--- config.mk ---
export PLATFORM = sky130hd
export DESIGN_NAME = wsen_top
export DESIGN_NICKNAME = d
export VERILOG_FILES = /design/src/wsen_pkg.sv /design/src/wsen_top.sv
export VERILOG_INCLUDE_DIRS = /design/src
export SDC_FILE = /design/constraint.sdc
export NUM_CORES = 1
export LEC_CHECK = 0
export ABC_AREA = 1
export BUFFER_PORTS_ARGS = -buffer_cell sky130_fd_sc_hd__buf_2
export CORE_MARGIN = 1
export CORE_UTILIZATION = 55
export DETAILED_ROUTE_END_ITERATION = 7
export HOLD_SLACK_MARGIN = 0.1
export PLACE_DENSITY = 0.88
export REMOVE_ABC_BUFFERS = 1
export SYNTH_ARGS = -nofsm -noshare
export SYNTH_HDL_FRONTEND = slang
export SYNTH_SLANG_ARGS = --single-unit
--- constraint.sdc ---
create_clock -name i_clk_sys -period 2.6 [get_ports i_clk_sys]
set_clock_uncertainty 0.05 [all_clocks]
set_input_delay 0.39 -clock i_clk_sys [delete_from_list [all_inputs] [get_ports i_clk_sys]]
set_output_delay 0.39 -clock i_clk_sys [all_outputs]
set_load 0.01 [all_outputs]
--- src/wsen_defines.svh ---
// register offsets, field positions and reset values of the wake event block
// assumes a byte-wide register port with 8-bit addresses
`ifndef WSEN_DEFINES_SVH
`define WSEN_DEFINES_SVH
`define WSEN_OFS_MASTER_FLAG 8'h00
`define WSEN_OFS_MASTER_EN 8'h01
`define WSEN_OFS_STATUS_TWO 8'h03
`define WSEN_OFS_STATUS_THREE 8'h04
`define WSEN_OFS_ENABLE_ONE 8'h05
`define WSEN_OFS_ENABLE_TWO 8'h06
`define WSEN_OFS_IRQ_STATUS 8'h20
`define WSEN_OFS_IRQ_MASK 8'h21
`define WSEN_RST_VALUE 8'h00
`define WSEN_BIT_RESERVED_TWO 6
`define WSEN_BIT_WATCHDOG 7
`define WSEN_MASK_STATUS_TWO 8'hBF
`define WSEN_IRQ_BIT_FLAG 0
`define WSEN_IRQ_BIT_STS2 1
`define WSEN_IRQ_BIT_STS3 2
`define WSEN_IRQ_MASK_VALID 8'h07
`endif

--- src/wsen_pkg.sv ---
// types shared by the wake event block
// assumes nothing beyond a SystemVerilog compiler
package wsen_pkg;
	typedef logic [7:0] wsen_byte_t;
endpackage : wsen_pkg

--- src/wsen_top.sv ---
// wake event status and enable logic with its register port
// i_rst is the standby-power power-on reset; main-power resets never reach it
// Operation
// - status bits latch events regardless of source enable or master enable
// - an event sets its status bit, which holds until software clears it
// - writing one to a status bit clears it; writing zero does nothing
// - pin events set status whatever alternate function the pin has
// - wake request drives when enable, status and master enable are all one
// - disabled source still records status but never drives the request
// - status registers clear only at standby-power power-on reset
// - enable registers clear only at standby-power power-on reset
// - master enable bit 0 must be one before the request can drive
// - writing one to the master flag clears it only while no enabled status bit is set, and drops the request for one cycle
//
// Design decision made here: the address-and-strobe port.
`include "wsen_defines.svh"
`timescale 1ns/1ps
`default_nettype none
module wsen_top (
	input wire logic i_clk_sys,
	input wire logic i_rst,
	input wire logic [7:0] i_addr,
	input wire wsen_pkg::wsen_byte_t i_wdata,
	input wire logic i_wr,
	input wire logic i_rd,
	output wsen_pkg::wsen_byte_t o_rdata,
	input wire logic i_ring_indicate_first_n,
	input wire logic i_ring_indicate_second_or_pin50,
	input wire logic [3:0] i_pin20_23,
	input wire logic i_watchdog_wake_source,
	input wire logic i_pin30_or_ring_indicate_third,
	input wire logic [6:0] i_pin31_37,
	output logic o_wake_request_out_n,
	output logic o_irq
);
	import wsen_pkg::*;

	wsen_byte_t status_two;
	wsen_byte_t status_three;
	wsen_byte_t enable_one;
	wsen_byte_t enable_two;
	logic wake_master_enable;
	logic wake_master_flag;
	wsen_byte_t irq_status;
	wsen_byte_t irq_mask;
	wsen_byte_t event_two;
	wsen_byte_t event_three;
	wsen_byte_t prev_two;
	wsen_byte_t prev_three;
	wsen_byte_t raw_two;
	wsen_byte_t raw_three;
	logic wake_cond;
	logic wr_sts2;
	logic wr_sts3;
	logic wr_flag;
	wsen_byte_t next_irq_status;

	// the two ring inputs of status two are active low; pins, watchdog and the pin 30 / third ring input are taken as active high
	assign raw_two = {i_watchdog_wake_source, 1'b0, i_pin20_23,
		~i_ring_indicate_second_or_pin50, ~i_ring_indicate_first_n};
	assign raw_three = {i_pin31_37, i_pin30_or_ring_indicate_third};

	// a wake event is the rising edge of the source level
	always_ff @(posedge i_clk_sys or posedge i_rst) begin
		if (i_rst) begin
			prev_two <= `WSEN_RST_VALUE;
			prev_three <= `WSEN_RST_VALUE;
		end else begin
			prev_two <= raw_two;
			prev_three <= raw_three;
		end
	end

	assign event_two = raw_two & ~prev_two & `WSEN_MASK_STATUS_TWO;
	assign event_three = raw_three & ~prev_three;
	assign wr_sts2 = i_wr && (i_addr == `WSEN_OFS_STATUS_TWO);
	assign wr_sts3 = i_wr && (i_addr == `WSEN_OFS_STATUS_THREE);
	assign wr_flag = i_wr && (i_addr == `WSEN_OFS_MASTER_FLAG);

	// set wins over a clear landing in the same cycle
	always_ff @(posedge i_clk_sys or posedge i_rst) begin
		if (i_rst) begin
			status_two <= `WSEN_RST_VALUE;
			status_three <= `WSEN_RST_VALUE;
		end else begin
			status_two <= ((status_two & ~(wr_sts2 ? i_wdata : 8'h00))
				| event_two) & `WSEN_MASK_STATUS_TWO;
			status_three <= (status_three & ~(wr_sts3 ? i_wdata : 8'h00))
				| event_three;
		end
	end

	always_ff @(posedge i_clk_sys or posedge i_rst) begin
		if (i_rst) begin
			enable_one <= `WSEN_RST_VALUE;
			enable_two <= `WSEN_RST_VALUE;
			wake_master_enable <= 1'b0;
			irq_mask <= `WSEN_RST_VALUE;
		end else if (i_wr) begin
			case (i_addr)
				`WSEN_OFS_ENABLE_ONE: enable_one <= i_wdata;
				`WSEN_OFS_ENABLE_TWO: enable_two <= i_wdata & `WSEN_MASK_STATUS_TWO;
				`WSEN_OFS_MASTER_EN: wake_master_enable <= i_wdata[0];
				`WSEN_OFS_IRQ_MASK: irq_mask <= i_wdata & `WSEN_IRQ_MASK_VALID;
				default: ;
			endcase
		end
	end

	// enable one covers sources outside this block, so it steers nothing here;
	// status three's enable lives outside too, so only status two can wake
	assign wake_cond = |(status_two & enable_two);

	// the master flag records would-assert state independent of the master enable
	always_ff @(posedge i_clk_sys or posedge i_rst) begin
		if (i_rst) begin
			wake_master_flag <= 1'b0;
		end else if (wake_cond) begin
			wake_master_flag <= 1'b1;
		end else if (wr_flag && i_wdata[0]) begin
			wake_master_flag <= 1'b0;
		end
	end

	always_ff @(posedge i_clk_sys or posedge i_rst) begin
		if (i_rst) begin
			o_wake_request_out_n <= 1'b1;
		end else begin
			o_wake_request_out_n <= ~(wake_cond && wake_master_enable
				&& !(wr_flag && i_wdata[0]));
		end
	end

	always_comb begin
		next_irq_status = irq_status;
		if (i_wr && (i_addr == `WSEN_OFS_IRQ_STATUS)) begin
			next_irq_status = irq_status & ~i_wdata;
		end
		next_irq_status[`WSEN_IRQ_BIT_FLAG] = next_irq_status[`WSEN_IRQ_BIT_FLAG]
			| (wake_cond & ~wake_master_flag);
		next_irq_status[`WSEN_IRQ_BIT_STS2] = next_irq_status[`WSEN_IRQ_BIT_STS2]
			| (|event_two);
		next_irq_status[`WSEN_IRQ_BIT_STS3] = next_irq_status[`WSEN_IRQ_BIT_STS3]
			| (|event_three);
	end

	always_ff @(posedge i_clk_sys or posedge i_rst) begin
		if (i_rst) begin
			irq_status <= `WSEN_RST_VALUE;
			o_irq <= 1'b0;
		end else begin
			irq_status <= next_irq_status & `WSEN_IRQ_MASK_VALID;
			o_irq <= |(next_irq_status & irq_mask);
		end
	end

	always_ff @(posedge i_clk_sys or posedge i_rst) begin
		if (i_rst) begin
			o_rdata <= `WSEN_RST_VALUE;
		end else if (i_rd) begin
			case (i_addr)
				`WSEN_OFS_MASTER_FLAG: o_rdata <= {7'h00, wake_master_flag};
				`WSEN_OFS_MASTER_EN: o_rdata <= {7'h00, wake_master_enable};
				`WSEN_OFS_STATUS_TWO: o_rdata <= status_two;
				`WSEN_OFS_STATUS_THREE: o_rdata <= status_three;
				`WSEN_OFS_ENABLE_ONE: o_rdata <= enable_one;
				`WSEN_OFS_ENABLE_TWO: o_rdata <= enable_two;
				`WSEN_OFS_IRQ_STATUS: o_rdata <= irq_status;
				`WSEN_OFS_IRQ_MASK: o_rdata <= irq_mask;
				default: o_rdata <= 8'h00;
			endcase
		end else begin
			o_rdata <= 8'h00;
		end
	end
endmodule : wsen_top
`default_nettype wire
# Word-level counts from Yosys, hierarchy flattened
# Cells that the tools add are included.
# W data, S select, Z words.
# totals
reg_bits	63
inputBits	35
out_inout_bits	10
# classes
eq_ne	7
muxes	7
n_bitwise	22
n_reduce_logical	18
# op_table
cell	n
$pmux W8 S8	1
$and A8 B8 Y8	5
$not A8 Y8	5
$mux W8	4
$eq A8 B3 Y1 const B	3
$reduce_or A8 Y1	3
$eq A8 B6 Y1 const B	2
$or A8 B8 Y8	2
$and A3 B8 Y8	1
$and A8 B3 Y8	1
$eq A8 B1 Y1 const B	1
$eq A8 B2 Y1 const B	1
$logic_not A8 Y1	1
$reduce_and A2 Y1	4
$logic_and A1 B1 Y1	7
$reduce_or A7 Y1	1
$not A1 Y1	4
$or A1 B1 Y1	3
$mux W1	2
$reduce_bool A2 Y1	1
$and A1 B1 Y1	1
$logic_not A1 Y1	1

# Depth between registers and ports, before layout
# logic_depth
ltp_word	6
depth_mapped	9
depth_no_buf	9

# Worst setup path before layout
# Ideal clock, no wire load.
# synth_timing
kind	in2reg
startpoint	in i_addr[6]
endpoint	reg enable_one[0]
setup_time_ns	0.120
arrival_ns	1.211
path_slack_ns	1.219
stages	9
n_path_buf	1
path_cell_list	inv_2 nand2_4 nor2_8 nand2_4 nor2_8 nand2_4 buf_6 nand2_2 o21ai_2
# synth_between
elab_chain_len	2
# synth_lines
item	line_no	text
from (decl)	wsen_top.sv:22	input wire logic [7:0] i_addr,
$eq A8 B3 Y1	wsen_top.sv:100	case (i_addr)
$reduce_and A2 Y1 (no source line)	--	
to (signal assigned)	wsen_top.sv:95	enable_one <= `WSEN_RST_VALUE;
to (signal assigned)	wsen_top.sv:101	`WSEN_OFS_ENABLE_ONE: enable_one <= i_wdata;
to (decl)	wsen_top.sv:40	wsen_byte_t enable_one;
# Every way passes these cells.
# A chain may end at the register's enable or synchronous reset.

# Worst setup path in the final report
# layout_timing
startpoint	reg o_wake_request_out_n
endpoint	out o_wake_request_out_n
# layout_lines
item	line_no	text
from (decl)	wsen_top.sv:33	output logic o_wake_request_out_n,
from (signal assigned)	wsen_top.sv:129	o_wake_request_out_n <= ~(wake_cond && wake_master_enable
# No word-level cell between the ends.

==> results.md <==
* WS Path Type: flop to output port
* Peak supply drop at 424 uV
* Yosys reg bits at 63
* Met1 usage at 0.333
* Final wirelength at 6210 um
* Worst R2R End: o_irq
* RR Startpoint: status_two[1]
* Most numerous cell in the Yosys netlist: nand2_1
* Antenna viol nets, final at 0
* Worst path bufs/invs at 1
* Unrepaired setup endpoints after global routing: no
* Initial Util at 0.590
* Share of cells above drive strength 1 at 0.245
* Synth area leader: dfrtp_1
* Reg2reg setup slack at about 1300 ps
* CP max FO at 1
* IO Pins at 45
* Worst setup SP type: flop
* Final Max Slew Viols at 0
* Footprint of the multi-input gates at between 0.001 and 0.0015 sq mm
* GR Layer Usage met2 at 0.421
* Worst slew pin tran at 736 ps
* Final Setup Violations at 0
* Synth cell types at 28
* Syn avg cell area at 8.67 sq um
* Die H at 74.4 um
* Max cap viols at 0
* R2R depth at 8
* DP Area at 0.00316 sq mm
* Yosys Warn Count at 0
* Leak at 1.72 nW
* PostCTS Resize Cnt at 0
* Synth top area share at 0.539
* Die X at ~74 um
* Hold_sp: i_pin20_23[1]
* First-pass GRT wire length at approximately 10000 um
* Root buffer cell: clkbuf_8
* DRT iter0 DRCs at 219
* Most used routing layer: met2
* Mapped cell area at 0.00288 sq mm
* Final worst path period share at 0.535
* Num CTS Buffers at 9
* Setup repair bufs after CTS at 0
* Number of cell rows at 25
* Critical path, cell by cell: buf_2
* All-Layer GR Usage at 0.263
* Placed cell count at ~440
* Commonest cells in the synthesized netlist: 103 x nand2_1, 62 x dfrtp_1, 37 x inv_1, 27 x nand3_1, 23 x nor2_1
* Dominant cells by area after synthesis: dfrtp_1 54%, nand2_1 13%, inv_1 4.8%
* Crit path DAT at around 950 ps
* Pin count of the biggest net entering global routing at 64
* Fin Setup TNS at 0 ps
* Worst endpoint required time at between 2000 and 2500 ps
* Core region area at around 0.005 sq mm
* Fin cells at 455
* Vias in the first global route at about 2300
* Gpl congestion at 1.04
* Die Area at between 0.005 and 0.006 sq mm
* PnR Total Power at roughly 2.0 mW
* P&R area growth vs syn at 16.2%
* CP peak stage delay at approximately 500 ps
* DRC errors left at 0
* Worst Setup End Kind: output port
* Hold path depth at 1
* CP Launch Point: o_wake_request_out_n
* Worst-skew pair later-pin latency at between 300 and 400 ps
* Fillers at roughly 400
* Ant. Diodes at 0
* Register Area at approximately 0.0016 sq mm
* Status: finished, final reports clean
* PortBufs at between 40 and 50
* Type of the worst min-delay path: primary input to flop
* Hold Buf Count CTS at 0
* GR Overflow Total at 0
* DRT Pass-1 Iters at 4
* Register area share after synthesis at 0.548
* Synth async-reset ratio at 1.00
* CTS tree: done
* Crit path to: o_wake_request_out_n
* Period minus WS final at 1390 ps
* CTS Sinks at 63
* Post-DP HPWL at roughly 4600 um
* Number of enable flip-flop cells after synthesis at 0
* Nets@finish at 420
* Via count at roughly 2300
* M3 GR Usage at 0.0854
* Cell count after synthesis at ~330
* Slowest-stage cell, CP: dfstp_2
* Power Density at 595 mW/mm^2
* Fin. Hold Viols at 0
* Worst path depth at 1
* CP top delay family: flip-flops
* Initial antenna violation count at 0
* CTS clk-pin slew, worst paths at ~60 ps
* Routed wire length per instance at 13.6 um
* Clock Path Buffers at 2
* Synth Flop Type: dfrtp_1
* H-Tree Depth at 3
* Slew HR at 0.510
* Max Fclk at a little over 0.7 GHz
* Post-Layout Inst Area at about 0.0033 sq mm
* DR vias/cell at 5.09
[report_power, final]
part	switching (mW)	internal (mW)	total, mW	leakage (nW)
sequential	0.0174	1.01	1.03	0.730
clock	0.344	0.454	0.798	0.0940
combinational	0.106	0.0551	0.161	0.891
[final cells by class]
type,count,area share
multi-input cells,224,0.333
clock buffers,10,0.0411
flip-flops and latches,63,0.472
clock inverters,4,0.0142
well taps,67,0.0251
inverters,42,0.0471
repair buffers,45,0.0681
[how the worst min path moves through the flow]
stage	endpoint
after floorplan	o_wake_request_out_n
after global placement	o_wake_request_out_n
after detailed placement	o_wake_request_out_n
after CTS	prev_three[7]
after global routing	prev_three[5]
final	prev_two[3]
[cell families after synthesis]
group	after synthesis	synth area share
buf+inv	45	0.0652
compound gates	40	0.0830
flops	63	0.548
simple gates	184	0.304
[through the flow]
step           setup WS, ps  hold slack, ps  utilization
2_1_floorplan           592             371            -
3_3_place_gp            955             395        0.648
3_5_place_dp            912             393        0.648
4_1_cts                1190             106        0.686
5_1_grt                1160             105        0.686
6_report               1210             121        0.686
[registers in the layout, summed over array words and instances (netlist names)]
name	count
enable_one	8
enable_two	7
irq_mask	3
irq_status	3
o_irq	1
o_rdata	8
o_wake_request_out_n	1
prev_three	8
prev_two	7
status_three	8
status_two	7
wake_master_enable	1
wake_master_flag	1
[per-layer routing]
layer	routed length (um)	up-vias	part of all wire
met3	408	10	0.066
met2	2930	89	0.47
met5	0	-	0
met1	2740	1065	0.44
met4	129	0	0.021
li1	-	1154	-
[cells in the final DEF, fill, tap and decap left out, types with 2 or more instances in the layout]
cell type,n
a21oi_1,3
and2_1,2
buf_2,44
clkbuf_8,10
clkinv_2,2
dfrtp_1,62
inv_1,36
inv_2,6
nand2_1,103
nand2_2,5
nand2_4,5
nand3_1,27
nand4_1,5
nor2_1,23
nor2_2,3
nor2_4,3
nor2_8,2
o21a_1,2
o21ai_0,19
o21ai_1,6
o21ai_2,8
or2_2,2
Note: power is estimated with default switching activity, not from simulation.
